===== src/uart_lsf_defs.vh =====
`ifndef UART_LSF_DEFS_VH
`define UART_LSF_DEFS_VH

// register byte addresses
`define ADR_RX_DATA      8'h00
`define ADR_IRQ_ENABLE   8'h04
`define ADR_FIFO_CONTROL 8'h08
`define ADR_LINE_CONTROL 8'h0c
`define ADR_DIVISOR      8'h10
`define ADR_LINE_STATUS  8'h14
`define ADR_RX_LEVEL     8'h18

// irq_enable_reg fields
`define IER_TX_EMPTY_EN  1
`define IER_PROG_THRE    7
// fifo_control_reg fields
`define FCR_FIFO_EN      0
`define FCR_RX_RESET     1
`define FCR_TX_RESET     2
`define FCR_TX_THR_LO    4
`define FCR_TX_THR_HI    5
// line control fields
`define LCR_WLEN_LO      0
`define LCR_WLEN_HI      1
`define LCR_TWO_STOP     2
`define LCR_PAR_EN       3
`define LCR_PAR_EVEN     4
`define LCR_IR_MODE      6
// line_status_reg fields
`define LSR_FRAME_ERR    3
`define LSR_BREAK        4
`define LSR_HOLD_EMPTY   5
`define LSR_TX_IDLE      6
`define LSR_RX_FIFO_ERR  7

// reset values
`define IER_RESET        8'h00
`define FCR_RESET        8'h00
`define LCR_RESET        8'h03
`define DIV_RESET        16'h0001

// sizes and counts
`define FIFO_DEPTH       5'h10
`define TICKS_PER_BIT    5'h10
`define THR_LEVEL_TWO    5'h02
`define THR_LEVEL_QTR    5'h04
`define THR_LEVEL_HALF   5'h08

`endif


===== src/uart_line_status_flags.v =====
`timescale 1ns/1ps
`include "uart_lsf_defs.vh"
// What this block does
// - fifo mode: error summary set if any errored
// - summary clears on read when no later errors
// - fifo mode: idle when shifter and fifo empty
// - no fifo: idle when holding and shifter empty
// - normal mode: hold-empty set after last load
// - hold-empty raises interrupt when enabled
// - prog mode: flag means full, irq by threshold
// - uart mode: break after line low one frame
// - infrared: break after pulsed low one frame
// - break yields exactly one all-zero character
// - fifo mode: break shown when char at head
// - break clears on status read; immediate otherwise
// - framing error on missing stop bit
// - framing error also set on break
// - framing error clears on status read
module uart_line_status_flags (
  input  wire        clk_i,
  input  wire        rst_i,
  input  wire        cyc_i,
  input  wire        stb_i,
  input  wire        we_i,
  input  wire [7:0]  adr_i,
  input  wire [3:0]  sel_i,
  input  wire [31:0] dat_i,
  output reg  [31:0] dat_o,
  output reg         ack_o,
  input  wire        sin_i,
  input  wire        sir_in_i,
  input  wire        tx_load_i,
  input  wire        tx_shift_empty_i,
  output reg  [7:0]  tx_data_o,
  output reg         tx_wr_o,
  output reg         thre_irq_o
);

  //////////////////////////////////////////////////////////////////////////
  // declarations
  reg  [7:0]  irq_enable_reg;
  reg  [7:0]  fifo_control_reg;
  reg  [7:0]  line_ctrl;
  reg  [15:0] divisor;
  reg  [15:0] div_cnt;
  reg         tick;
  reg  [1:0]  sin_sync;
  reg  [1:0]  sir_sync;
  reg  [3:0]  ir_stretch;
  reg  [7:0]  low_cnt;
  reg  [10:0] rx_mem [0:15];
  reg  [3:0]  rd_ptr;
  reg  [3:0]  wr_ptr;
  reg  [4:0]  rx_count;
  reg  [4:0]  err_count;
  reg         head_new;
  reg         pend_valid;
  reg  [4:0]  tx_count;
  reg         break_flag;
  reg         framing_error_flag;
  reg         rx_err_sum;
  reg  [31:0] rd_val;

  wire        req      = cyc_i & stb_i & ~ack_o;
  wire        wr_req   = req & we_i & sel_i[0];
  wire        rd_req   = req & ~we_i;
  wire        fifo_en  = fifo_control_reg[`FCR_FIFO_EN];
  wire        prog_mode = irq_enable_reg[`IER_PROG_THRE] & fifo_en;
  wire        lsr_read = rd_req & (adr_i == `ADR_LINE_STATUS);
  wire        pop      = rd_req & (adr_i == `ADR_RX_DATA) &
                         (rx_count != 5'h00);
  wire        thr_wr   = wr_req & (adr_i == `ADR_RX_DATA);
  wire        fcr_wr   = wr_req & (adr_i == `ADR_FIFO_CONTROL);
  wire        rx_clr   = fcr_wr & dat_i[`FCR_RX_RESET];
  wire        tx_clr   = fcr_wr & dat_i[`FCR_TX_RESET];
  wire [4:0]  tx_depth = fifo_en ? `FIFO_DEPTH : 5'h01;
  wire        ir_mode  = line_ctrl[`LCR_IR_MODE];
  wire        rx_line  = ir_mode ? (ir_stretch == 4'h0) : sin_sync[1];

  //////////////////////////////////////////////////////////////////////////
  // wishbone slave: one wait state, ack drops the cycle after it rose
  always @(posedge clk_i) begin
    if (rst_i) begin
      ack_o            <= 1'b0;
      dat_o            <= 32'h00000000;
      irq_enable_reg   <= `IER_RESET;
      fifo_control_reg <= `FCR_RESET;
      line_ctrl        <= `LCR_RESET;
      divisor          <= `DIV_RESET;
    end else begin
      ack_o <= req;
      if (rd_req) begin
        dat_o <= rd_val; // captured before any read side effect lands
      end
      if (wr_req) begin
        case (adr_i)
          `ADR_IRQ_ENABLE:   irq_enable_reg <= dat_i[7:0];
          `ADR_FIFO_CONTROL: fifo_control_reg <= dat_i[7:0] & 8'hf9;
          `ADR_LINE_CONTROL: line_ctrl <= dat_i[7:0];
          `ADR_DIVISOR:      divisor[7:0] <= dat_i[7:0];
          default: ;
        endcase
      end
      if (req & we_i & sel_i[1] & (adr_i == `ADR_DIVISOR)) begin
        divisor[15:8] <= dat_i[15:8];
      end
    end
  end

  // read mux; unmapped addresses read as zero
  always @* begin
    rd_val = 32'h00000000;
    case (adr_i)
      `ADR_RX_DATA:      rd_val = {24'h000000, rx_mem[rd_ptr][7:0]};
      `ADR_IRQ_ENABLE:   rd_val = {24'h000000, irq_enable_reg};
      `ADR_FIFO_CONTROL: rd_val = {24'h000000, fifo_control_reg};
      `ADR_LINE_CONTROL: rd_val = {24'h000000, line_ctrl};
      `ADR_DIVISOR:      rd_val = {16'h0000, divisor};
      `ADR_LINE_STATUS:  rd_val = {24'h000000,
                                   rx_err_sum & fifo_en,
                                   (tx_count == 5'h00) &
                                     tx_shift_empty_i,
                                   prog_mode ? (tx_count == tx_depth)
                                             : (tx_count == 5'h00),
                                   break_flag,
                                   framing_error_flag,
                                   3'b000};
      `ADR_RX_LEVEL:     rd_val = {27'h0000000, rx_count};
      default:           rd_val = 32'h00000000;
    endcase
  end

  //////////////////////////////////////////////////////////////////////////
  // oversampling divider: sixteen ticks per bit, divisor 0 acts as 1
  always @(posedge clk_i) begin
    if (rst_i) begin
      div_cnt <= 16'h0000;
      tick    <= 1'b0;
    end else if (div_cnt + 16'h0001 >= divisor) begin
      div_cnt <= 16'h0000;
      tick    <= 1'b1;
    end else begin
      div_cnt <= div_cnt + 16'h0001;
      tick    <= 1'b0;
    end
  end

  // line inputs come from pins: two flops before anything looks at them
  always @(posedge clk_i) begin
    if (rst_i) begin
      sin_sync <= 2'b11;
      sir_sync <= 2'b11;
    end else begin
      sin_sync <= {sin_sync[0], sin_i};
      sir_sync <= {sir_sync[0], sir_in_i};
    end
  end

  // infrared: each short low pulse reads as one low bit time, so a
  // steady pulse train looks like a held-low line
  always @(posedge clk_i) begin
    if (rst_i) begin
      ir_stretch <= 4'h0;
    end else if (!sir_sync[1]) begin
      ir_stretch <= 4'hf;
    end else if (tick && ir_stretch != 4'h0) begin
      ir_stretch <= ir_stretch - 4'h1;
    end
  end

  //////////////////////////////////////////////////////////////////////////
  // receiver and break timing
  wire       rx_valid;
  wire [7:0] rx_data;
  wire       rx_pe;
  wire       rx_fe;

  uart_rx_frame u_rx (
    .clk_i       (clk_i),
    .rst_i       (rst_i),
    .tick_i      (tick),
    .line_i      (rx_line),
    .wlen_i      (line_ctrl[`LCR_WLEN_HI:`LCR_WLEN_LO]),
    .par_en_i    (line_ctrl[`LCR_PAR_EN]),
    .par_even_i  (line_ctrl[`LCR_PAR_EVEN]),
    .valid_o     (rx_valid),
    .data_o      (rx_data),
    .par_err_o   (rx_pe),
    .frame_err_o (rx_fe)
  );

  // frame length in ticks: start + data + parity + stop bits
  wire [3:0] frame_bits = 4'h6 + {2'b00, line_ctrl[`LCR_WLEN_HI:0]} +
                          {3'b000, line_ctrl[`LCR_PAR_EN]} +
                          {3'b000, line_ctrl[`LCR_TWO_STOP]} + 4'h1;
  wire [7:0] frame_ticks = {frame_bits, 4'h0};
  wire       brk_det = (low_cnt > frame_ticks);

  // low-time counter, saturating so a long break cannot wrap
  always @(posedge clk_i) begin
    if (rst_i || rx_line) begin
      low_cnt <= 8'h00;
    end else if (tick && low_cnt != 8'hff) begin
      low_cnt <= low_cnt + 8'h01;
    end
  end

  // an all-zero char with a bad stop is held until the line rises
  // (plain framing error) or the low time passes a frame (break)
  reg  [10:0] pend_entry;
  wire        zero_fe = rx_valid & rx_fe & (rx_data == 8'h00);
  wire        push    = (rx_valid & ~zero_fe) |
                        (pend_valid & (brk_det | rx_line));
  wire [10:0] push_entry = (rx_valid & ~zero_fe) ?
                           {1'b0, rx_fe, rx_pe, rx_data} :
                           {brk_det, 1'b1, pend_entry[8:0]};
  wire        push_err = |push_entry[10:8];
  wire        full     = fifo_en & (rx_count == `FIFO_DEPTH);
  wire        do_push  = push & ~full;

  always @(posedge clk_i) begin
    if (rst_i) begin
      pend_valid <= 1'b0;
      pend_entry <= 11'h000;
    end else if (zero_fe) begin
      pend_valid <= 1'b1;
      pend_entry <= {1'b0, 1'b1, rx_pe, 8'h00};
    end else if (push) begin
      pend_valid <= 1'b0;
    end
  end

  //////////////////////////////////////////////////////////////////////////
  // receive store: data with its parity, framing and break bits; depth
  // one when fifos are off, a new char then overwrites the old
  always @(posedge clk_i) begin
    if (do_push) begin
      rx_mem[fifo_en ? wr_ptr : rd_ptr] <= push_entry;
    end
  end

  // an empty store has no head; stale or unwritten slots must not count
  wire head_err = (rx_count != 5'h00) & (|rx_mem[rd_ptr][10:8]);

  always @(posedge clk_i) begin
    if (rst_i || rx_clr) begin
      rd_ptr    <= 4'h0;
      wr_ptr    <= 4'h0;
      rx_count  <= 5'h00;
      err_count <= 5'h00;
      head_new  <= 1'b0;
    end else if (!fifo_en) begin
      head_new <= do_push;
      wr_ptr   <= rd_ptr;
      if (do_push) begin
        rx_count  <= 5'h01;
        err_count <= {4'h0, push_err};
      end else if (pop) begin
        rx_count  <= 5'h00;
        err_count <= 5'h00;
      end
    end else begin
      // a new char reaches the head on a push into empty or a pop
      // that leaves something behind
      head_new <= (do_push & (rx_count == 5'h00 ||
                              (pop && rx_count == 5'h01))) |
                  (pop & (rx_count > 5'h01));
      if (do_push) begin
        wr_ptr <= wr_ptr + 4'h1;
      end
      if (pop) begin
        rd_ptr <= rd_ptr + 4'h1;
      end
      rx_count  <= rx_count + {4'h0, do_push} - {4'h0, pop};
      err_count <= err_count + {4'h0, do_push & push_err}
                             - {4'h0, pop & head_err};
    end
  end

  //////////////////////////////////////////////////////////////////////////
  // sticky status bits; a set in the clearing cycle wins
  wire lsr_clr_ok = (err_count - {4'h0, head_err}) == 5'h00;

  always @(posedge clk_i) begin
    if (rst_i) begin
      break_flag         <= 1'b0;
      framing_error_flag <= 1'b0;
      rx_err_sum         <= 1'b0;
    end else begin
      if (lsr_read) begin
        break_flag         <= 1'b0;
        framing_error_flag <= 1'b0;
      end
      if (lsr_read && lsr_clr_ok) begin
        rx_err_sum <= 1'b0;
      end
      if (head_new && rx_count != 5'h00) begin
        if (rx_mem[rd_ptr][10]) begin
          break_flag <= 1'b1;
        end
        if (rx_mem[rd_ptr][9] | rx_mem[rd_ptr][10]) begin
          framing_error_flag <= 1'b1;
        end
      end
      if (do_push && push_err) begin
        rx_err_sum <= 1'b1;
      end
    end
  end

  //////////////////////////////////////////////////////////////////////////
  // transmit side: count of words waiting in holding reg or tx fifo;
  // the storage lives outside, this block only sees writes and loads
  wire tx_accept = thr_wr & (tx_count < tx_depth);
  wire tx_take   = tx_load_i & (tx_count != 5'h00);
  reg  [4:0] tx_thresh;

  always @(posedge clk_i) begin
    if (rst_i || tx_clr) begin
      tx_count <= 5'h00;
    end else begin
      tx_count <= tx_count + {4'h0, tx_accept} - {4'h0, tx_take};
    end
  end

  always @(posedge clk_i) begin
    if (rst_i) begin
      tx_wr_o   <= 1'b0;
      tx_data_o <= 8'h00;
    end else begin
      tx_wr_o <= tx_accept; // a write to a full holding path is dropped
      if (tx_accept) begin
        tx_data_o <= dat_i[7:0];
      end
    end
  end

  // threshold for programmable mode: empty, two, quarter, half
  always @* begin
    case (fifo_control_reg[`FCR_TX_THR_HI:`FCR_TX_THR_LO])
      2'b01:   tx_thresh = `THR_LEVEL_TWO;
      2'b10:   tx_thresh = `THR_LEVEL_QTR;
      2'b11:   tx_thresh = `THR_LEVEL_HALF;
      default: tx_thresh = 5'h00;
    endcase
  end

  // interrupt follows the empty flag, or the threshold in prog mode
  always @(posedge clk_i) begin
    if (rst_i) begin
      thre_irq_o <= 1'b0;
    end else if (prog_mode) begin
      thre_irq_o <= irq_enable_reg[`IER_TX_EMPTY_EN] &
                    (tx_count <= tx_thresh);
    end else begin
      thre_irq_o <= irq_enable_reg[`IER_TX_EMPTY_EN] &
                    (tx_count == 5'h00);
    end
  end

endmodule // uart_line_status_flags


===== src/uart_rx_frame.v =====
`timescale 1ns/1ps
module uart_rx_frame (
  input  wire       clk_i,
  input  wire       rst_i,
  input  wire       tick_i,
  input  wire       line_i,
  input  wire [1:0] wlen_i,
  input  wire       par_en_i,
  input  wire       par_even_i,
  output reg        valid_o,
  output reg  [7:0] data_o,
  output reg        par_err_o,
  output reg        frame_err_o
);

  localparam S_IDLE  = 6'b000001;
  localparam S_START = 6'b000010;
  localparam S_DATA  = 6'b000100;
  localparam S_PAR   = 6'b001000;
  localparam S_STOP  = 6'b010000;
  localparam S_HOLD  = 6'b100000;

  reg [5:0] state;
  reg [3:0] tcnt;
  reg [2:0] bit_idx;
  reg       par_acc;
  wire      mid_start = (tcnt == 4'h7);
  wire      mid_bit   = (tcnt == 4'hf);
  wire [2:0] last_bit = {1'b1, wlen_i};

  //////////////////////////////////////////////////////////////////////////
  // frame state machine, one step per oversampling tick
  always @(posedge clk_i) begin
    valid_o <= 1'b0;
    if (rst_i) begin
      state       <= S_IDLE;
      tcnt        <= 4'h0;
      bit_idx     <= 3'h0;
      par_acc     <= 1'b0;
      data_o      <= 8'h00;
      par_err_o   <= 1'b0;
      frame_err_o <= 1'b0;
    end else if (tick_i) begin
      tcnt <= tcnt + 4'h1;
      case (state)
        S_IDLE: begin
          tcnt <= 4'h0;
          if (!line_i) begin
            state <= S_START;
          end
        end
        S_START: begin
          // a glitch shorter than half a bit is not a start
          if (mid_start) begin
            tcnt    <= 4'h0;
            bit_idx <= 3'h0;
            data_o  <= 8'h00;
            par_acc <= par_even_i ? 1'b0 : 1'b1;
            state   <= line_i ? S_IDLE : S_DATA;
          end
        end
        S_DATA: begin
          if (mid_bit) begin
            data_o[bit_idx] <= line_i;
            par_acc         <= par_acc ^ line_i;
            bit_idx         <= bit_idx + 3'h1;
            if (bit_idx == last_bit) begin
              state <= par_en_i ? S_PAR : S_STOP;
            end
          end
        end
        S_PAR: begin
          if (mid_bit) begin
            par_err_o <= par_acc ^ line_i;
            state     <= S_STOP;
          end
        end
        S_STOP: begin
          if (mid_bit) begin
            if (!par_en_i) begin
              par_err_o <= 1'b0;
            end
            frame_err_o <= ~line_i;
            valid_o     <= 1'b1;
            // after a bad stop wait for the line to rise so a held-low
            // line yields one character only
            state       <= line_i ? S_IDLE : S_HOLD;
          end
        end
        S_HOLD: begin
          if (line_i) begin
            state <= S_IDLE;
          end
        end
        default: state <= S_IDLE;
      endcase
    end
  end

endmodule // uart_rx_frame


===== config.mk =====
export PLATFORM = sky130hd
export DESIGN_NAME = uart_line_status_flags
export DESIGN_NICKNAME = d
export VERILOG_FILES = /design/src/uart_line_status_flags.v /design/src/uart_rx_frame.v
export VERILOG_INCLUDE_DIRS = /design/src
export SDC_FILE = /design/constraint.sdc
export NUM_CORES = 1
export LEC_CHECK = 0
export BUFFER_PORTS_ARGS = -buffer_cell sky130_fd_sc_hd__buf_4
export CORE_UTILIZATION = 47
export CTS_CLUSTER_DIAMETER = 120
export DETAILED_ROUTE_END_ITERATION = 8
export PLACE_DENSITY = 0.61
export SLEW_MARGIN = 0
export SYNTH_ARGS = -nofsm -noshare
export SYNTH_HDL_FRONTEND = slang
export SYNTH_SLANG_ARGS = --single-unit
export TNS_END_PERCENT = 10

===== constraint.sdc =====
create_clock -name clk_i -period 5.05 [get_ports clk_i]
set_input_delay 0.505 -clock clk_i [delete_from_list [all_inputs] [get_ports clk_i]]
set_output_delay 0.505 -clock clk_i [all_outputs]
set_load 0.02 [all_outputs]

# Yosys cells after proc, flatten, opt, wreduce, memory -nomap -nowiden
# Memories as Yosys holds them, arrays and structs flattened. A register that Yosys moved wholly into a read port is not among the register bits.
# Index checks and enable logic that the tools add are counted.
[totals]
register_bits = 168
mem_bits_rw = 176
in_bits = 53
output_inout_bits = 43
wordCells = 238
mem_count = 1
[memory_table]
columns = ["name", "words", "width", "rd", "rd_clocked_by_memory_dff", "write_ports", "line", "source"]
rows = [
  ["rx_mem", 16, 11, 1, 1, 1, "uart_line_status_flags.v:51", "reg [10:0] rx_mem [0:15];"],
]
[op_classes]
n_addsub = 18
order_cmp = 7
eq_ne = 32
muxes = 63
n_bitwise = 44
reduce_logical = 38
[ops]
columns = ["op", "count"]
rows = [
  ["case mux 16 bit (7 select lines)", 1],
  ["2-to-1 mux 6 bit", 8],
  ["case mux 6 bit (6 select lines)", 1],
  ["2-to-1 mux 5 bit", 7],
  ["AND 1 bit", 32],
  ["2-to-1 mux 4 bit", 8],
  ["== test 8 x 5 -> 1 bit, second input constant", 3],
  ["2-to-1 mux 1 bit", 24],
  ["subtractor 5 x 1 -> 5 bit", 4],
  ["adder 16 x 1 -> 16 bit, second input constant", 1],
  ["adder 4 x 1 -> 4 bit, second input constant", 4],
  ["== test 8 x 4 -> 1 bit, second input constant", 2],
  ["greater-or-equal comparator 16 bit", 1],
  ["logical NOT 8 bit", 2],
  ["2-to-1 mux 8 bit", 2],
  ["case mux 8 bit (2 select lines)", 1],
  ["adder 5 x 1 -> 5 bit", 3],
  ["logical NOT 5 bit", 3],
  ["inequality test 2 x 1 -> 1 bit, second input constant", 7],
  ["case mux 4 bit (3 select lines)", 1],
  ["2-to-1 mux 11 bit", 1],
  ["AND reduction 2 bit", 5],
  ["nonzero test 5 bit", 2],
  ["2-to-1 mux 3 bit", 3],
  ["other kinds (48)", 76],
]

# Longest topological paths before layout
[logic_depth]
word_depth = 13
mapped_depth = 22

# By module
# A second synthesis with hierarchy kept.
[hier_totals]
hier_cells = 1320
area_unflattened_um2 = 15484.9
[modules_own_cells]
columns = ["mod", "instances", "cells_each", "area_each_um2"]
rows = [
  ["uart_line_status_flags", 1, 1138, 14043.5],
  ["uart_rx_frame", 1, 182, 1441.4],
]

# Worst setup path after synthesis
# Ideal clock, no wire load.
[synth_timing]
path_type = "flip-flop to flip-flop"
startpoint = "register line_ctrl[3]"
endpoint = "register err_count[4]"
t_arrival_ps = 4283
required_ps = 4933
slack_ps = 649
path_stages_with_launch = 22
path_buffers = 0
path_cell_list = "dfxtp_1 > inv_1 > ha_1 > inv_1 > ha_1 > inv_1 > fa_1 > ha_1 > nor2b_1 > o211ai_1 > a211oi_1 > o21ai_1 > or2_2 > ha_1 > inv_1 > ha_1 > fa_1 > a21oi_1 > nor2_1 > or3_1 > nand3_1 > a21oi_1"
[synth_between]
elab_chain_len = 12
word_cells_on_any_way = 16
[synth_rtl]
columns = ["item", "line", "source"]
rows = [
  ["start, declared", "uart_line_status_flags.v:43", "reg [7:0] line_ctrl;"],
  ["start signal, assigned", "uart_line_status_flags.v:88", "line_ctrl <= `LCR_RESET;"],
  ["start signal, assigned", "uart_line_status_flags.v:99", "`ADR_LINE_CONTROL: line_ctrl <= dat_i[7:0];"],
  ["adder 4 x 1 -> 4 bit * (3 in series)", "uart_line_status_flags.v:193", "wire [3:0] frame_bits = 4'h6 + {2'b00, line_ctrl[`LCR_WLEN_HI:0]} +"],
  ["> comparator 8 bit *", "uart_line_status_flags.v:197", "wire brk_det = (low_cnt > frame_ticks);"],
  ["OR 1 bit", "uart_line_status_flags.v:213", "(pend_valid & (brk_det | rx_line));"],
  ["AND 1 bit", "uart_line_status_flags.v:213", ""],
  ["OR 1 bit", "uart_line_status_flags.v:212", "wire push = (rx_valid & ~zero_fe) |"],
  ["AND 1 bit", "uart_line_status_flags.v:219", "wire do_push = push & ~full;"],
  ["AND 1 bit", "uart_line_status_flags.v:275", "err_count <= err_count + {4'h0, do_push & push_err}"],
  ["adder 5 x 1 -> 5 bit", "uart_line_status_flags.v:275", ""],
  ["subtractor 5 x 1 -> 5 bit", "uart_line_status_flags.v:276", "- {4'h0, pop & head_err};"],
  ["2-to-1 mux 5 bit", "uart_line_status_flags.v:252", "end else if (!fifo_en) begin"],
  ["end signal, assigned", "uart_line_status_flags.v:257", "err_count <= {4'h0, push_err};"],
  ["end signal, assigned", "uart_line_status_flags.v:275", ""],
  ["end, declared", "uart_line_status_flags.v:55", "reg [4:0] err_count;"],
]
# Mark *: on every way between the ends. The rest lies on a longest branch, timed or not.
# A chain may end at the register's enable or synchronous reset.

# Worst setup path in the final report
[layout_timing]
startpoint = "register line_ctrl[0]"
endpoint = "register err_count[4]"
[layout_between]
elab_chain_len = 13
word_cells_on_any_way = 17
[layout_rtl]
columns = ["item", "line"]
rows = [
  ["adder 3 x 2 -> 4 bit *", "uart_line_status_flags.v:193"],
  ["adder 4 x 1 -> 4 bit * (3 in series)", "uart_line_status_flags.v:193"],
  ["> comparator 8 bit *", "uart_line_status_flags.v:197"],
  ["OR 1 bit", "uart_line_status_flags.v:213"],
  ["AND 1 bit", "uart_line_status_flags.v:213"],
  ["OR 1 bit", "uart_line_status_flags.v:212"],
  ["AND 1 bit", "uart_line_status_flags.v:219"],
  ["AND 1 bit", "uart_line_status_flags.v:275"],
  ["adder 5 x 1 -> 5 bit", "uart_line_status_flags.v:275"],
  ["subtractor 5 x 1 -> 5 bit", "uart_line_status_flags.v:276"],
  ["2-to-1 mux 5 bit", "uart_line_status_flags.v:252"],
]
# Marked as above.

==> impl_metrics.json <==
{
  "grt_start_max_net_pins": 57,
  "io_pins": 96,
  "gpl.final_weighted_congestion": 0.820,
  "clock_tree.htree_level_count": 2,
  "number_of_hold_violations_in_the_final_report": 0,
  "finalNetCount": 1468,
  "timing.critical_path.fanout_max": 4,
  "syn_to_final_growth_pct": 13.2,
  "drt_first_iter_violations": 692,
  "dp_hpwl_mm": 23.0,
  "antenna_found_initial": 0,
  "dieHeight_um": 183,
  "netlist_top_cells_area": "edfxtp_1, dfxtp_1, mux4_2",
  "worst_r2r_startpoint": "line_ctrl[0]",
  "drt-pass1-iter-count": 4,
  "largest_register_ff_count": 176,
  "vias_per_cell": 5.49,
  "share_of_the_synthesized_area_in_the_top_cell_type_pct": 34.4,
  "chipWidth_um": 183,
  "critical_path.most_common_cell": "ha_1",
  "cts.root.buffer_cell": "clkbuf_16",
  "outcome": "complete, no violations",
  "synth_top_flop_cell": "edfxtp_1",
  "p_leak_nw": 6.28,
  "count_of_flip_flops_with_a_built_in_enable_after_synthesis": 176,
  "fin_crit_ns": 4.60,
  "most_frequently_used_cell_type_in_the_post_synthesis_netlist": "edfxtp_1",
  "synth_largest_area_cell": "edfxtp_1",
  "worst-setup-path-type": "reg -> reg",
  "crit_path_top_delay_cell": "fa_1",
  "cell_area_power_density_nw_per_um2": 343,
  "route.antenna.remaining_nets": 0,
  "fmax_mhz": 217,
  "layout_cells_sized_above_1_pct": 16.6,
  "drv_cap": 0,
  "insertion_delay_of_the_later_clocked_pin_in_the_worst_skew_pair_ns": 0.54,
  "ir_drop_v": 0.000259,
  "cts_setup_buffers": 0,
  "rsz_0062_raised_after_global_routing": "no",
  "clock_sink_count": 332,
  "detail_route.drc_violations": 0,
  "syn-cell-area_um2": 15400,
  "cts_tree": "yes",
  "synth.top_cells.by_count": "edfxtp_1, dfxtp_1, nor2_1, mux2i_1, nand2_1",
  "placement_rows": 65,
  "synthesis.area_per_instance_um2": 12.0,
  "coreArea_um2": 31900,
  "worstSetupEndpointType": "flop",
  "yosysWarningCount": 0,
  "setup_viol_count_final": 0,
  "ffs_latches_synth": 332,
  "worstHoldPathType": "in -> reg",
  "first_global_vias": 9578,
  "finClkSkew_ns": 0.0240,
  "worst_setup_path_startpoint": "line_ctrl[0]",
  "global_route.overflow_total": 0,
  "cts_inserted_buffers": 36,
  "setup.worst_path.start_class": "flop",
  "worstPathRequired_ns": 5.42,
  "grt_first_pass_wirelength_mm": 53.8,
  "rrSetupSlack_ns": 0.45,
  "route.vias.total": 9946,
  "critPathArrivalTime_ns": 4.97,
  "cts_buffer_depth": 3,
  "filler_cell_count": 2741,
  "port_buffers": 61,
  "ys_async_sr_fraction_pct": 0,
  "slew-limit-headroom_pct": 14.1,
  "timing.final.max_slew_violations": 0,
  "largest-register": "rx_mem",
  "hp-start": "sin_i",
  "diodes": 0,
  "timing_worst_slew_pin_value_ns": 1.28,
  "routed_wire_length_per_instance_um": 18.8,
  "syn_inst": 1281,
  "effective_utilization_at_floorplan_pct": 48.2,
  "path_cells": "inv_1 > ha_1 > inv_1 > ha_1 > inv_1 > fa_1 > ha_1 > nor2b_1 > o211ai_1 > a211oi_1 > buf_4 > o21ai_1 > or2_2 > ha_1 > inv_1 > ha_1 > fa_1 > a21oi_1 > nor2_1 > or3_1 > nand3_1 > a21oi_1",
  "post-route-period-util_pct": 91.2,
  "finalCoreUtilization_pct": 54.6,
  "grt.total_usage_pct": 20.7,
  "clk_transition_reported_paths_ns": 0.06,
  "timing.critical_path.slowest_cell_delay_ns": 0.47,
  "setup_tns_ns": 0,
  "seq_area_frac_synth_pct": 54.7,
  "yosysUniqueCellTypes": 77,
  "dieArea_um2": 33400,
  "finalWirelength_mm": 34.0
}
==> cell families after synthesis <==
family	after synthesis	share of synthesized area, %
AND/OR/NAND/NOR	399	13.7
flip-flops	332	54.7
AO/OA/AOI/OAI	186	7.94
buffers and inverters	135	4.16
multiplexers	121	11.6
adder cells (fa/ha/maj)	64	5.40
XOR/XNOR	43	2.45
other	1	0.0244
==> worst max-delay path: cells and delay by family (launching register included) <==
family                     cells  cell delay [ns]
and+or+nand+nor                5             0.97
AOI/OAI and AO/OA              5             0.64
adders and majority gates      7             2.10
buffers and inverters          5             0.40
DFF                            1             0.36
==> layer usage <==
layer / vias up / wire length (µm) / global-route usage [%]
met3: 44 / 1580 / 2.82
met4: 0 / 665 / 5.27
met5: - / 0 / 0
li1: 4815 / - / -
met1: 4861 / 16800 / 31.1
met2: 226 / 15000 / 31.7
==> where the power goes <==
group	switching (W)	internal, W	total (W)
sequential	0.0000579	0.00286	0.00291
clock	0.00107	0.00147	0.00254
combinational	0.000286	0.000226	0.000511
total	0.00141	0.00455	0.00597
==> per-stage QoR <==
step	setup slack, ns	cell area, µm²	total power [W]	cells	hold WS, ns
2_1_floorplan	0.649	15400	0.00337	1296	0.389
3_3_place_gp	0.461	16300	0.00347	1748	0.396
3_5_place_dp	0.392	16300	0.00348	1748	0.403
4_1_cts	0.360	17400	0.00602	1812	0.156
5_1_grt	0.0468	17400	0.00620	1812	0.163
6_report	0.447	17400	0.00597	1812	0.173
==> layout by cell type (no fill, tap or decap), types with 33 or more instances in the layout <==
| master | n |
|---|---|
| a21oi_1 | 54 |
| inv_1 | 57 |
| nand3_1 | 33 |
| dfxtp_1 | 153 |
| buf_4 | 94 |
| mux4_2 | 45 |
| mux2i_1 | 68 |
| nor2_1 | 140 |
| edfxtp_1 | 176 |
| nand2_1 | 64 |
| ha_1 | 60 |
| clkbuf_16 | 36 |
==> final timing paths <==
check | end | cells after the start
max reg2reg | err_count[4] | 22
min | sin_sync[0] | 2
max | err_count[4] | 22
min reg2reg | sin_sync[1] | 1
==> repair_timing <==
| action | CTS | global route |
|---|---|---|
| endpoints found under the setup margin | 0 | 1 |
| hold buffers | 0 | 0 |
| resized for setup | 0 | 1 |
==> cell type report <==
type | count | area, µm² | share of cell area, %
clock buffer | 47 | 972 | 5.58
clock inverter | 17 | 164 | 0.941
inverter | 58 | 218 | 1.25
multi-input combinational | 829 | 6400 | 36.7
sequential | 332 | 8410 | 48.3
tap | 435 | 544 | 3.13
timing repair buffer | 94 | 706 | 4.05
Power figures use the tool's default switching activity.
